--- src/hdl/asu_regs.vh ---
// Register offsets, field positions, reset values and timing counts of the serial block.
//
// Overview of operation
// - Line idles at mark; start bit space, 8 or 9 data bits, stop bits mark.
// - Data travels least significant bit first; both directions share format and rate.
// - An 8-bit or 16-bit divisor sets the bit period from the system clock.
// - No hardware parity; software carries any parity in the ninth bit.
// - Asynchronous transmit needs transmit enable 1, sync select 0, port enable 1.
// - Port enable turns the block on and drives the transmit pin.
// - Transmit-empty flag sets as soon as transmit enable is set.
// - Holding write moves to idle shifter at once, else right after stop bit.
// - Polarity bit 0 gives high idle and data; 1 inverts transmit output.
// - Transmit-empty is clear while transmit is off or the shifter is busy with a character queued; read-only.
// - Transmit-empty becomes valid in the second instruction cycle after the write.
// - Transmit-empty follows the holding state; interrupt enable only gates the request.
// - Auto-baud sets overflow if the 16-bit counter wraps before fifth rising edge.
// - Overflow sets receive flag; counting continues until the fifth rising edge.
// - During auto-baud receive-idle stays 0 until the fifth rising edge sets it.
// - Receive data read after overflow means fifth rising edge sets receive flag again.
// - Auto-baud stopped early leaves remaining falling edges seen as start bits.
// - Clocks stop in sleep; wake on receive activity only in asynchronous mode.
// - With wake enable set, reception is off and a falling edge is the wake event.
// - Wake event raises receive flag; reading receive data clears it.
// - Hardware clears wake enable on the rising edge ending the break.
`ifndef ASU_REGS_VH
`define ASU_REGS_VH

// -----------------------------------------------------------------------------
// Register addresses
// -----------------------------------------------------------------------------
`define ASU_ADDR_TX_STATUS_CONTROL 4'h0
`define ASU_ADDR_RX_STATUS_CONTROL 4'h1
`define ASU_ADDR_BAUD_CONTROL      4'h2
`define ASU_ADDR_DIVISOR_LOW       4'h3
`define ASU_ADDR_DIVISOR_HIGH      4'h4
`define ASU_ADDR_TX_HOLDING        4'h5
`define ASU_ADDR_RX_DATA           4'h6
`define ASU_ADDR_PERIPH_FLAG       4'h7
`define ASU_ADDR_PERIPH_ENABLE     4'h8

// -----------------------------------------------------------------------------
// Field positions
// -----------------------------------------------------------------------------
`define ASU_TXC_NINTH_DATA   0
`define ASU_TXC_SHIFT_EMPTY  1
`define ASU_TXC_BRG_HIGH     2
`define ASU_TXC_SYNC         4
`define ASU_TXC_TX_ENABLE    5
`define ASU_TXC_NINE_BIT     6
`define ASU_RXC_NINTH_DATA   0
`define ASU_RXC_OVERRUN      1
`define ASU_RXC_FRAMING      2
`define ASU_RXC_RX_ENABLE    4
`define ASU_RXC_NINE_BIT     6
`define ASU_RXC_PORT_ENABLE  7
`define ASU_BC_AUTOBAUD_EN   0
`define ASU_BC_WAKE_EN       1
`define ASU_BC_DIV16         3
`define ASU_BC_POLARITY      4
`define ASU_BC_RX_IDLE       6
`define ASU_BC_AB_OVERFLOW   7
`define ASU_PF_RX_READY      5
`define ASU_PF_TX_EMPTY      4

// -----------------------------------------------------------------------------
// Reset values and timing
// -----------------------------------------------------------------------------
`define ASU_RST_BYTE         8'h00
`define ASU_TCY_CLOCKS       4
`define ASU_AB_EDGES         3'h5

`endif

--- src/hdl/asu_serial.v ---
// Asynchronous serial transceiver with auto-baud and wake-on-break.
`timescale 1ns/1ps
`include "asu_regs.vh"

module asu_serial
(
	input  wire       i_core_clk,
	input  wire       i_sys_rst,
	input  wire [3:0] i_addr,
	input  wire [7:0] i_wdata,
	input  wire       i_wr,
	input  wire       i_rd,
	output reg  [7:0] o_rdata,
	input  wire       i_receive_pin,
	output reg        o_transmit_pin,
	output wire       o_transmit_pin_oe,
	output wire       o_tx_irq_req,
	output wire       o_rx_irq_req
);

	// -------------------------------------------------------------------------
	// Control registers
	// -------------------------------------------------------------------------
	reg  [7:0]  tx_status_control_reg;
	reg  [7:0]  rx_status_control_reg;
	reg  [7:0]  baud_control_reg;
	reg  [7:0]  divisor_low;
	reg  [7:0]  baud_divisor_high;
	reg  [8:0]  tx_holding_register;
	reg         hold_full;
	reg  [8:0]  rx_data_register;
	reg         rx_ready_flag;
	reg         overrun;
	reg         framing;
	reg  [1:0]  peripheral_enable_reg;
	reg  [1:0]  tcy_cnt;
	reg  [1:0]  txe_hold;
	reg         tx_empty_flag;
	wire        port_on;
	wire        async_tx;
	wire        nine_tx;
	wire        nine_rx;
	wire        polarity;
	wire        wake_en;
	wire        ab_en;
	wire [15:0] divisor;
	wire        tcy_tick;

	assign port_on  = rx_status_control_reg[`ASU_RXC_PORT_ENABLE];
	assign async_tx = tx_status_control_reg[`ASU_TXC_TX_ENABLE] & port_on
		& ~tx_status_control_reg[`ASU_TXC_SYNC];
	assign nine_tx  = tx_status_control_reg[`ASU_TXC_NINE_BIT];
	assign nine_rx  = rx_status_control_reg[`ASU_RXC_NINE_BIT];
	assign polarity = baud_control_reg[`ASU_BC_POLARITY];
	assign wake_en  = baud_control_reg[`ASU_BC_WAKE_EN];
	assign ab_en    = baud_control_reg[`ASU_BC_AUTOBAUD_EN];
	// Eight-bit mode ignores the high divisor byte.
	assign divisor  = baud_control_reg[`ASU_BC_DIV16] ? {baud_divisor_high, divisor_low}
		: {8'h00, divisor_low};
	assign tcy_tick = (tcy_cnt == 2'h3);

	// Pin is driven whenever the port is on.
	assign o_transmit_pin_oe = port_on;

	// -------------------------------------------------------------------------
	// Receive pin synchroniser and edge detect
	// -------------------------------------------------------------------------
	reg  rx_meta;
	reg  rx_sync;
	reg  rx_prev;
	wire rx_fall;
	wire rx_rise;

	// Two flops bring the pin into the clock domain.
	always @(posedge i_core_clk)
	begin
		rx_meta <= i_receive_pin;
		rx_sync <= rx_meta;
		rx_prev <= rx_sync;
	end
	assign rx_fall = rx_prev & ~rx_sync;
	assign rx_rise = ~rx_prev & rx_sync;

	// -------------------------------------------------------------------------
	// Baud generator (16 divider ticks per bit; one divider shared by TX and RX)
	// -------------------------------------------------------------------------
	reg  [15:0] brg_cnt;
	reg  [3:0]  tx_sub;
	wire        brg_tick;
	wire        tx_bit_tick;
	wire        tx_load;

	assign brg_tick    = (brg_cnt == 16'h0000);
	assign tx_bit_tick = brg_tick & (tx_sub == 4'hf);

	// Free-running divider; one enable pulse every divisor+1 clocks.
	always @(posedge i_core_clk)
	begin
		if (i_sys_rst)
		begin
			brg_cnt <= 16'h0000;
			tx_sub  <= 4'h0;
			tcy_cnt <= 2'h0;
		end
		else
		begin
			brg_cnt <= brg_tick ? divisor : brg_cnt - 16'h0001;
			// A load restarts the bit phase so the start bit lasts a full period.
			if (tx_load)
				tx_sub <= 4'h0;
			else if (brg_tick)
				tx_sub <= tx_sub + 4'h1;
			tcy_cnt <= tcy_cnt + 2'h1;
		end
	end

	// -------------------------------------------------------------------------
	// Transmitter
	// -------------------------------------------------------------------------
	reg  [10:0] tx_shift_register;
	reg  [3:0]  tx_bits;
	reg         tx_busy;
	reg         tx_stop_done;

	// Shifter loads from the holding register when idle; after a stop bit
	// the idle state lasts until the next tcy_tick, at most one instruction cycle.
	assign tx_load = async_tx & hold_full & ~tx_busy & (tcy_tick | ~tx_stop_done);

	always @(posedge i_core_clk)
	begin
		if (i_sys_rst)
		begin
			tx_shift_register <= 11'h7ff;
			tx_bits           <= 4'h0;
			tx_busy           <= 1'b0;
			tx_stop_done      <= 1'b0;
			o_transmit_pin    <= 1'b1;
		end
		else
		begin
			// The post-stop wait ends at the next tcy_tick, at most one instruction cycle; then the shifter counts as empty.
			if (tcy_tick)
				tx_stop_done <= 1'b0;
			if (tx_load)
			begin
				// Stop, optional ninth bit, eight data, start; LSB shifts first.
				tx_shift_register <= {1'b1, nine_tx ? tx_holding_register[8] : 1'b1,
					tx_holding_register[7:0], 1'b0};
				tx_bits      <= nine_tx ? 4'hb : 4'ha;
				tx_busy      <= 1'b1;
				tx_stop_done <= 1'b0;
			end
			else if (tx_busy & tx_bit_tick)
			begin
				tx_shift_register <= {1'b1, tx_shift_register[10:1]};
				tx_bits <= tx_bits - 4'h1;
				if (tx_bits == 4'h1)
				begin
					tx_busy      <= 1'b0;
					tx_stop_done <= 1'b1;
				end
			end
			else if (~async_tx)
				tx_busy <= 1'b0;
			// Each bit holds for one baud period; polarity flips idle and data.
			o_transmit_pin <= (tx_busy ? tx_shift_register[0] : 1'b1) ^ polarity;
		end
	end

	// -------------------------------------------------------------------------
	// Transmit-empty flag, delayed to the second instruction cycle after a write
	// -------------------------------------------------------------------------
	always @(posedge i_core_clk)
	begin
		if (i_sys_rst)
		begin
			txe_hold      <= 2'h0;
			tx_empty_flag <= 1'b0;
		end
		else
		begin
			if (i_wr & (i_addr == `ASU_ADDR_TX_HOLDING))
				txe_hold <= 2'h2;
			else if (tcy_tick & (txe_hold != 2'h0))
				txe_hold <= txe_hold - 2'h1;
			// Flag follows holding state, independent of interrupt enable.
			if (~async_tx)
				tx_empty_flag <= 1'b0;
			else if (txe_hold == 2'h0)
				tx_empty_flag <= ~hold_full;
		end
	end
	assign o_tx_irq_req = tx_empty_flag & peripheral_enable_reg[0];

	// -------------------------------------------------------------------------
	// Receiver, auto-baud and wake
	// -------------------------------------------------------------------------
	localparam RX_IDLE  = 4'b0001;
	localparam RX_SHIFT = 4'b0010;
	localparam RX_AUTO  = 4'b0100;
	localparam RX_WAKE  = 4'b1000;

	reg  [3:0]  rx_state;
	reg  [3:0]  rx_sub;
	reg  [3:0]  rx_bits;
	reg  [9:0]  rx_shift;
	reg  [2:0]  ab_edges;
	reg  [15:0] ab_cnt;
	reg         ab_ovf;
	reg         wake_clr;
	reg         ab_done;
	reg  [15:0] ab_result;
	reg         rx_set;
	reg         rx_sync_low_seen_n;
	wire        rx_read;

	assign rx_read = i_rd & (i_addr == `ASU_ADDR_RX_DATA);

	always @(posedge i_core_clk)
	begin
		if (i_sys_rst)
		begin
			rx_state  <= RX_IDLE;
			rx_sub    <= 4'h0;
			rx_bits   <= 4'h0;
			rx_shift  <= 10'h000;
			ab_edges  <= 3'h0;
			ab_cnt    <= 16'h0000;
			ab_ovf    <= 1'b0;
			wake_clr  <= 1'b0;
			ab_done   <= 1'b0;
			ab_result <= 16'h0000;
			rx_set    <= 1'b0;
			rx_data_register <= 9'h000;
			overrun   <= 1'b0;
			framing   <= 1'b0;
		end
		else
		begin
			rx_set   <= 1'b0;
			wake_clr <= 1'b0;
			ab_done  <= 1'b0;
			if (i_wr & (i_addr == `ASU_ADDR_BAUD_CONTROL) & ~i_wdata[`ASU_BC_AB_OVERFLOW])
				ab_ovf <= 1'b0;
			if (i_wr & (i_addr == `ASU_ADDR_RX_STATUS_CONTROL) & ~i_wdata[`ASU_RXC_RX_ENABLE])
				overrun <= 1'b0;
			case (rx_state)
				RX_IDLE:
				begin
					if (port_on & wake_en & ~tx_status_control_reg[`ASU_TXC_SYNC])
						rx_state <= RX_WAKE;
					else if (port_on & ab_en)
					begin
						rx_state <= RX_AUTO;
						ab_edges <= 3'h0;
						ab_cnt   <= 16'h0000;
					end
					else if (port_on & rx_status_control_reg[`ASU_RXC_RX_ENABLE] & rx_fall)
					begin
						rx_state <= RX_SHIFT;
						rx_sub   <= 4'h0;
						rx_bits  <= nine_rx ? 4'hb : 4'ha;
					end
				end
				RX_SHIFT:
				begin
					if (brg_tick)
					begin
						rx_sub <= rx_sub + 4'h1;
						// Sample at the middle of each sixteen-tick bit.
						if (rx_sub == 4'h7)
						begin
							rx_shift <= {rx_sync, rx_shift[9:1]};
							rx_bits  <= rx_bits - 4'h1;
							if (rx_bits == 4'h1)
							begin
								rx_state <= RX_IDLE;
								rx_data_register <= nine_rx ? rx_shift[9:1] : {1'b0, rx_shift[9:2]};
								framing <= ~rx_sync;
								// A new overrun sets the bit after the clear, so it wins over a clear in the same cycle.
								if (rx_ready_flag)
									overrun <= 1'b1;
								rx_set  <= 1'b1;
							end
						end
					end
				end
				RX_AUTO:
				begin
					// Count clocks until the fifth rising edge of the sync character.
					if (rx_rise)
						ab_edges <= ab_edges + 3'h1;
					if (ab_edges != 3'h0)
					begin
						ab_cnt <= ab_cnt + 16'h0001;
						if (ab_cnt == 16'hffff)
						begin
							ab_ovf <= 1'b1;
							rx_set <= 1'b1;
						end
					end
					if (rx_rise & (ab_edges == `ASU_AB_EDGES - 3'h1))
					begin
						rx_state  <= RX_IDLE;
						ab_done   <= 1'b1;
						ab_result <= {4'h0, ab_cnt[15:4]};
						if (ab_ovf)
							rx_set <= 1'b1;
					end
					else if (~ab_en)
						rx_state <= RX_IDLE;
				end
				RX_WAKE:
				begin
					if (rx_fall)
						rx_set <= 1'b1;
					if (rx_rise & ~rx_sync_low_seen_n)
					begin
						wake_clr <= 1'b1;
						rx_state <= RX_IDLE;
					end
					else if (~wake_en)
						rx_state <= RX_IDLE;
				end
				default:
					rx_state <= RX_IDLE;
			endcase
		end
	end

	// Tracks that the break's falling edge came first in the wake state.
	always @(posedge i_core_clk)
	begin
		if (i_sys_rst | (rx_state != RX_WAKE))
			rx_sync_low_seen_n <= 1'b1;
		else if (rx_fall)
			rx_sync_low_seen_n <= 1'b0;
	end

	// -------------------------------------------------------------------------
	// Register writes, holding register and receive flag
	// -------------------------------------------------------------------------
	always @(posedge i_core_clk)
	begin
		if (i_sys_rst)
		begin
			tx_status_control_reg <= `ASU_RST_BYTE;
			rx_status_control_reg <= `ASU_RST_BYTE;
			baud_control_reg      <= `ASU_RST_BYTE;
			divisor_low           <= `ASU_RST_BYTE;
			baud_divisor_high     <= `ASU_RST_BYTE;
			tx_holding_register   <= 9'h000;
			hold_full             <= 1'b0;
			rx_ready_flag         <= 1'b0;
			peripheral_enable_reg <= 2'h0;
		end
		else
		begin
			if (tx_load)
				hold_full <= 1'b0;
			if (i_wr)
			begin
				case (i_addr)
					`ASU_ADDR_TX_STATUS_CONTROL: tx_status_control_reg <= i_wdata;
					`ASU_ADDR_RX_STATUS_CONTROL: rx_status_control_reg <= i_wdata;
					`ASU_ADDR_BAUD_CONTROL:
						baud_control_reg <= {1'b0, 1'b0, i_wdata[5:0]};
					`ASU_ADDR_DIVISOR_LOW:       divisor_low <= i_wdata;
					`ASU_ADDR_DIVISOR_HIGH:      baud_divisor_high <= i_wdata;
					`ASU_ADDR_TX_HOLDING:
					begin
						tx_holding_register <= {tx_status_control_reg[`ASU_TXC_NINTH_DATA], i_wdata};
						hold_full <= 1'b1;
					end
					`ASU_ADDR_PERIPH_ENABLE:     peripheral_enable_reg <= i_wdata[5:4];
					default: ;
				endcase
			end
			// Auto-baud result lands in the divisor; wake clear beats a write.
			if (ab_done)
			begin
				divisor_low       <= ab_result[7:0];
				baud_divisor_high <= ab_result[15:8];
				baud_control_reg[`ASU_BC_AUTOBAUD_EN] <= 1'b0;
			end
			if (wake_clr)
				baud_control_reg[`ASU_BC_WAKE_EN] <= 1'b0;
			// Set wins over the read clear.
			if (rx_set)
				rx_ready_flag <= 1'b1;
			else if (rx_read)
				rx_ready_flag <= 1'b0;
		end
	end
	assign o_rx_irq_req = rx_ready_flag & peripheral_enable_reg[1];

	// -------------------------------------------------------------------------
	// Read data, one cycle after the strobe
	// -------------------------------------------------------------------------
	always @(posedge i_core_clk)
	begin
		if (i_sys_rst)
			o_rdata <= 8'h00;
		else if (i_rd)
		begin
			case (i_addr)
				`ASU_ADDR_TX_STATUS_CONTROL:
					o_rdata <= {tx_status_control_reg[7:2], ~tx_busy, tx_status_control_reg[0]};
				`ASU_ADDR_RX_STATUS_CONTROL:
					o_rdata <= {rx_status_control_reg[7:3], framing, overrun, rx_data_register[8]};
				`ASU_ADDR_BAUD_CONTROL:
					o_rdata <= {ab_ovf, (rx_state == RX_IDLE), baud_control_reg[5:0]};
				`ASU_ADDR_DIVISOR_LOW:   o_rdata <= divisor_low;
				`ASU_ADDR_DIVISOR_HIGH:  o_rdata <= baud_divisor_high;
				`ASU_ADDR_TX_HOLDING:    o_rdata <= tx_holding_register[7:0];
				`ASU_ADDR_RX_DATA:       o_rdata <= rx_data_register[7:0];
				`ASU_ADDR_PERIPH_FLAG:
					o_rdata <= {2'h0, rx_ready_flag, tx_empty_flag, 4'h0};
				`ASU_ADDR_PERIPH_ENABLE: o_rdata <= {2'h0, peripheral_enable_reg, 4'h0};
				default:                 o_rdata <= 8'h00;
			endcase
		end
	end

endmodule // asu_serial

--- config.mk ---
export PLATFORM = sky130hd
export DESIGN_NAME = asu_serial
export DESIGN_NICKNAME = d
export VERILOG_FILES = /design/src/hdl/asu_serial.v
export VERILOG_INCLUDE_DIRS = /design/src /design/src/hdl
export SDC_FILE = /design/constraint.sdc
export NUM_CORES = 1
export LEC_CHECK = 0
export ABC_AREA = 0
export BUFFER_PORTS_ARGS = -buffer_cell sky130_fd_sc_hd__buf_4
export CAP_MARGIN = 20
export CORE_MARGIN = 2
export CORE_UTILIZATION = 45
export CTS_CLUSTER_DIAMETER = 120
export CTS_CLUSTER_SIZE = 40
export DETAILED_ROUTE_END_ITERATION = 8
export GPL_TIMING_DRIVEN = 0
export PLACE_DENSITY = 0.68
export SYNTH_ARGS = -nofsm -noshare
export SYNTH_HDL_FRONTEND = slang
export SYNTH_SLANG_ARGS = --single-unit
--- constraint.sdc ---
create_clock -name i_core_clk -period 2.4 [get_ports i_core_clk]
set_input_delay 0.36 -clock i_core_clk [delete_from_list [all_inputs] [get_ports i_core_clk]]
set_output_delay 0.36 -clock i_core_clk [all_outputs]
set_load 0.1 [all_outputs]
==> results.cfg, run 1 <==
[critical_path]
arrival_ns = 2.69
crit_family = simple AND/OR/NAND/NOR gates
setup.worst_path.end = rx_state[0]$_SDFFE_PP1P_
r2r_end = rx_state[0]$_SDFFE_PP1P_
slowest_stage = nor4_1
r2r-start = brg_cnt[11]$_SDFF_PP0_
crit_required_ns = 2.78
cp_num_buf_inv = 1
crit_cells = 6
critPathKind = flip-flop to flip-flop
path_cells = nor4_1 > nand4_1 > clkbuf_1 > o21ai_0 > nand4_1 > nand2_1
crit_path_frequent_cell = nand4_1
start_kind = flip-flop
crit_path_end_kind = flip-flop
rrSetupSlack_ns = 0.1
worstRegToRegCells = 6
cp_max_fo = 10
max_stage_delay_ns = 0.52
cp-startpoint = brg_cnt[11]$_SDFF_PP0_

[logic_synthesis]
synthDistinctLibCells = 58
synth-simple-area-share = 0.245
ys.flop_type = dfxtp_1
synth_area_mm2 = 0.00771
synth-adder-area-share = 0.0195
ys_seq_elements = 168
async_flop_share = 0
synth_nets = 923
synthCells = 894
synth_top_family_by_area = simple AND/OR/NAND/NOR gates
synth_compound_area_frac = 0.131
synth_edf_count = 0
avgSynthCellArea_um2 = 8.62
synth.mux.area_fraction = 0.103
synth-xor-area-share = 0.0341
yosysSeqAreaShare = 0.436
synth_warnings = 0

[worst_hold_path]
min_path_type = input pin to flip-flop

[placement]
pre_cts_slack_ns = -0.550
placed_cell_area_mm2 = 0.00820
dp_hpwl_um = 16400
io_buffers = 28
place_inst = 1143
gp_congestion = 0.938

[clock_network]
cts_sinks = 168
cts_hold_buffers = 0
cts_max_path_buffers = 2
cts_tree = done
numCtsBuffers = 17
clkTransAtPathRegs_ns = 0.07
htree_levels = 4
clockRootBuffer = clkbuf_16
clock_latency_ns = 0.45

[floorplanning]
core_area_mm2 = 0.0166
io_pins = 29
die_area_mm2 = 0.0182
rows = 47
initial_core_util = 0.463
fp.dieW_um = 135
die_y_um = 135

[global_route]
first_global_vias = 6276
overflow = 0
grt_pass1_wl_um = 35000
grt_max_degree = 19
track_usage = 0.253
antenna_found_initial = 0

[power]
p_leak_nw = 3.28
power.density_mw_per_mm2 = 823
irDropWorstVdd_mv = 0.719

[cells_and_area]
reg_top3 = ab_cnt x16, brg_cnt x16, ab_result x12
drive_gt1_frac = 0.122
area_growth_pct = 15.9
fin_cells = 1182
antennaDiodeCount = 0
finalInstanceArea_mm2 = 0.00894
nets = 978

[timing]
setup_slack_ns = 0.0969
tightest_slew_ns = 0.871
fin_crit_sh = 0.960
fin_crit_ns = 2.30
maxSlewViolCount = 0
fin_worst_skew_ns = 0.0193
clock.fmax_mhz = 434
tns_ns = 0
setup_violations = 0
hold_slack_ns = 0.0185
slew_headroom = 0.420
hold_viol_final = 0

[detailed_routing]
vias = 6912
drt_drc_violations_left = 0
avgRoutedWirePerCell_um = 19.2
first_iter_violations = 683
post_drt_via_cell_ratio = 5.85
final_antenna_net_count = 0
drt-pass1-iter-count = 6
drt-total-wl_um = 22700

[job]
cap_violations = 0

[run_status]
status = finished, final reports clean
==> cell type report <==
| type | count | area (um^2) |
|---|---|---|
| tap | 220 | 275 |
| fill | 1598 | 7710 |
| sequential | 168 | 3370 |
| timing repair buffer | 38 | 283 |
| clock inverter | 15 | 175 |
| inverter | 11 | 41.3 |
| buffer | 49 | 191 |
| clock buffer | 17 | 425 |
| multi-input combinational | 664 | 4180 |
==> cells in the mapped netlist (all sizes together) (6+ instances only) <==
library cell  number  area [um^2]
nor2              94          355
mux2              20          225
nand2            117          439
nand3             35          180
a211oi            12         90.1
and2               7         43.8
nor2b             22          138
o21ai             33          169
inv               11         41.3
mux2i             50          500
ha                12          150
dfxtp            168         3360
xor2               7         61.3
nor3              24          125
nor4b              8         76.3
a21oi             79          395
nor4              13         87.6
nand2b            17          106
buf               11         48.8
xnor2             23          201
clkbuf            40          150
and3               7         43.8
nand4              9         56.3
a221oi             6         52.6
==> through the flow <==
step / util / power (mW)
floorplan: - / 3.97
global placement: 0.492 / 4.31
detailed placement: 0.493 / 4.32
CTS: 0.531 / 7.17
global route: 0.537 / 7.62
finish: 0.537 / 7.35
==> logic make-up after synthesis <==
family / Yosys count
compound gates: 168
flops: 168
mux: 73
xor+xnor: 30
fa+ha+maj: 12
simple gates: 381
buf+inv: 62
==> worst reg2reg max path, delay by kind of cell, from the launching register on <==
family / cells / cell delay (ns)
AO/OA/AOI/OAI: 1 / 0.34
AND/OR/NAND/NOR: 4 / 1.16
flip-flops: 1 / 0.35
buffers and inverters: 1 / 0.39
==> worst min-delay path by stage <==
| stage | start | depth (start not counted) | endpoint | slack (ns) |
|---|---|---|---|---|
| floorplan | rx_meta$_DFF_P_ | 0 | rx_sync$_DFF_P_ | 0.31 |
| global placement | rx_meta$_DFF_P_ | 0 | rx_sync$_DFF_P_ | 0.31 |
| detailed placement | rx_meta$_DFF_P_ | 0 | rx_sync$_DFF_P_ | 0.32 |
| CTS | i_receive_pin | 1 | rx_meta$_DFF_P_ | 0.01 |
| global route | i_receive_pin | 1 | rx_meta$_DFF_P_ | 0.01 |
| finish | i_receive_pin | 1 | rx_meta$_DFF_P_ | 0.02 |
==> placed cells by master, fill, tap and decap left out, types with 22 or more instances in the layout <==
cell type / netlist / final
nand3_1: 34 / 34
o21ai_0: 32 / 32
nor2_1: 93 / 93
clkbuf_1: 40 / 38
nand2_1: 117 / 117
a21oi_1: 79 / 79
dfxtp_1: 168 / 163
mux2i_1: 50 / 50
nor3_1: 23 / 23
xnor2_1: 23 / 23
buf_4: 0 / 37
nor2b_1: 22 / 22
==> power breakdown <==
| group | internal, mW | total (mW) | leakage [nW] | switching (mW) |
|---|---|---|---|---|
| clock | 1.50 | 2.81 | 0.297 | 1.31 |
| combinational | 0.585 | 1.45 | 1.63 | 0.868 |
| sequential | 2.92 | 3.09 | 1.36 | 0.166 |
| total | 5.01 | 7.35 | 3.28 | 2.34 |
==> what timing repair did <==
| item | 4_1_cts | 5_1_grt |
|---|---|---|
| pin swaps | 0 | 1 |
| gates cloned | 0 | 0 |
| endpoints found under the setup margin | 61 | 41 |
| setup buffers | 0 | 9 |
| resized for setup | 6 | 9 |
==> layer usage <==
metal / routed length [um] / track usage / share of wire
met5: 0 / 0 / 0
met4: 645 / 0.0860 / 0.028
met3: 1630 / 0.0529 / 0.072
met2: 9980 / 0.380 / 0.44
met1: 10400 / 0.359 / 0.46
No activity file was read; power rests on OpenSTA's default activity.
==> run 2, diff against run 1 <==
Settings changed: MAX_ROUTING_LAYER set to met4.
==> run 2 against run 1 <==
Net effect: core utilization decreased by 0.14 points; wire length decreased by 0.71%; worst setup slack improved by 0.045 ns; final cell count decreased by 0.17%; maximum frequency increased by 2.0%; clock power decreased by 4%; global-route usage increased by 0.88 points; worst hold slack about the same; non-clock buffer count decreased by 2; critical path type unchanged.
==> results.cfg, run 2 (synthesis results as in run 1) <==
[run_status]
status = finished, final reports clean

[detailed_routing]
drt-pass1-iter-count = 7
drt-total-wl_um = 22500
vias = 6786
final_antenna_net_count = 0
post_drt_via_cell_ratio = 5.75
drt_drc_violations_left = 0
first_iter_violations = 625
avgRoutedWirePerCell_um = 19.1

[clock_network]
clock_latency_ns = 0.44
cts_sinks = 168
cts_tree = done
htree_levels = 4
clkTransAtPathRegs_ns = 0.07
cts_max_path_buffers = 2
numCtsBuffers = 17
clockRootBuffer = clkbuf_16

[timing]
clock.fmax_mhz = 443
hold_viol_final = 0
maxSlewViolCount = 0
fin_crit_sh = 0.941
tightest_slew_ns = 0.839
setup_violations = 0
slew_headroom = 0.441
fin_worst_skew_ns = 0.0117
fin_crit_ns = 2.26
setup_slack_ns = 0.142

[worst_hold_path]
min_path_type = input pin to flip-flop
worst_hold_path.endpoint = rx_meta$_DFF_P_
worstHoldPathCells = 1
hp-start = i_receive_pin

[power]
irDropWorstVdd_mv = 0.655
p_leak_nw = 3.26
power.density_mw_per_mm2 = 800

[floorplanning]
rows = 47
initial_core_util = 0.463
die_area_mm2 = 0.0182
core_area_mm2 = 0.0166
io_pins = 29
fp.dieW_um = 135
die_y_um = 135

[critical_path]
cp_max_fo = 10
crit_required_ns = 2.71
cp-startpoint = rx_state[2]$_SDFFE_PP0P_
crit_path_end_kind = flip-flop
worstRegToRegCells = 5
rrSetupSlack_ns = 0.14
r2r-start = rx_state[2]$_SDFFE_PP0P_
start_kind = flip-flop
r2r_end = ab_result[6]$_SDFFE_PP0P_
arrival_ns = 2.57
critPathKind = flip-flop to flip-flop

[placement]
pre_cts_slack_ns = -0.514
io_buffers = 28
dp_hpwl_um = 16300
gp_congestion = 0.976
place_inst = 1143

[cells_and_area]
drive_gt1_frac = 0.118
area_growth_pct = 15.6
final_common_cell = dfxtp_1
fin_cells = 1180
antennaDiodeCount = 0
reg_top3 = ab_cnt x16, brg_cnt x16, ab_result x12
nets = 976
fill_cells = 1585
layout_common_cells = dfxtp_1, nand2_1, nor2_1

[global_route]
overflow = 0
grt_max_degree = 19
antenna_found_initial = 0
first_global_vias = 6332
track_usage = 0.261
grt_pass1_wl_um = 35300

[job]
cap_violations = 0
## run 2: per-layer routing
metal  global-route usage  routed length (um)  vias to the layer above  share of wire
met4               0.0865                 541                        0          0.024
met2                0.392               10000                      237           0.45
li1                     -                   -                     3286              -
met3               0.0522                1420                       35          0.063
met1                0.354               10500                     3228           0.47
met5                    -                   0                        -              0
## run 2: worst max-delay path by stage
stage / to / slack [ns] / cells past startpoint
2_1_floorplan: rx_bits[2]$_SDFFE_PP0P_ / 0.17 / 8
3_3_place_gp: ab_cnt[14]$_SDFFE_PP0P_ / -0.53 / 6
3_5_place_dp: ab_cnt[14]$_SDFFE_PP0P_ / -0.51 / 6
4_1_cts: tx_bits[0]$_SDFFE_PP0P_ / 0.006 / 7
5_1_grt: rx_data_register[8]$_SDFFE_PP0P_ / -0.02 / 6
6_report: ab_result[6]$_SDFFE_PP0P_ / 0.14 / 5
## run 2: layout make-up
type	instances	area [um^2]	share of cell area
Timing Repair Buffer	36	268	0.0300
Tap cell	220	275	0.0309
Sequential cell	168	3370	0.378
Clock inverter	15	158	0.0177
Buffer	49	196	0.0220
Inverter	11	41.3	0.00463
Multi-Input combinational cell	664	4180	0.469
Clock buffer	17	425	0.0477
## run 2: worst max-delay path, cell delays in order, from the launching register on
cell	delay [ns]
dfxtp_1	0.51
or4b_2	0.68
nor2_1	0.33
clkbuf_4	0.33
mux2i_1	0.22
nor2_1	0.06
## run 2: power by group
group,internal [mW],leakage [nW],total [mW],switching [mW]
combinational,0.519,1.62,1.35,0.828
sequential,2.92,1.36,3.09,0.169
clock,1.38,0.286,2.69,1.31
total,4.83,3.26,7.13,2.30
## run 2: repair_timing
item,CTS,global route
hold buffers,0,0
setup endpoints to repair,59,54
pin swaps,0,1
gates resized for setup,7,9
buffers inserted,0,7
## run 2: metrics by stage
step                      power, mW  area, um^2  setup TNS [ns]  hold WS [ns]  utilization
after detailed placement       4.31        8200           -8.43         0.326        0.493
after CTS                      7.02        8830               0       0.00724        0.531
after global placement         4.31        8200          -12.90         0.312        0.492
after floorplan                3.97        7710               0         0.310            -
final                          7.13        8910               0        0.0187        0.536
after global routing           7.44        8910         -0.0246       0.00796        0.536
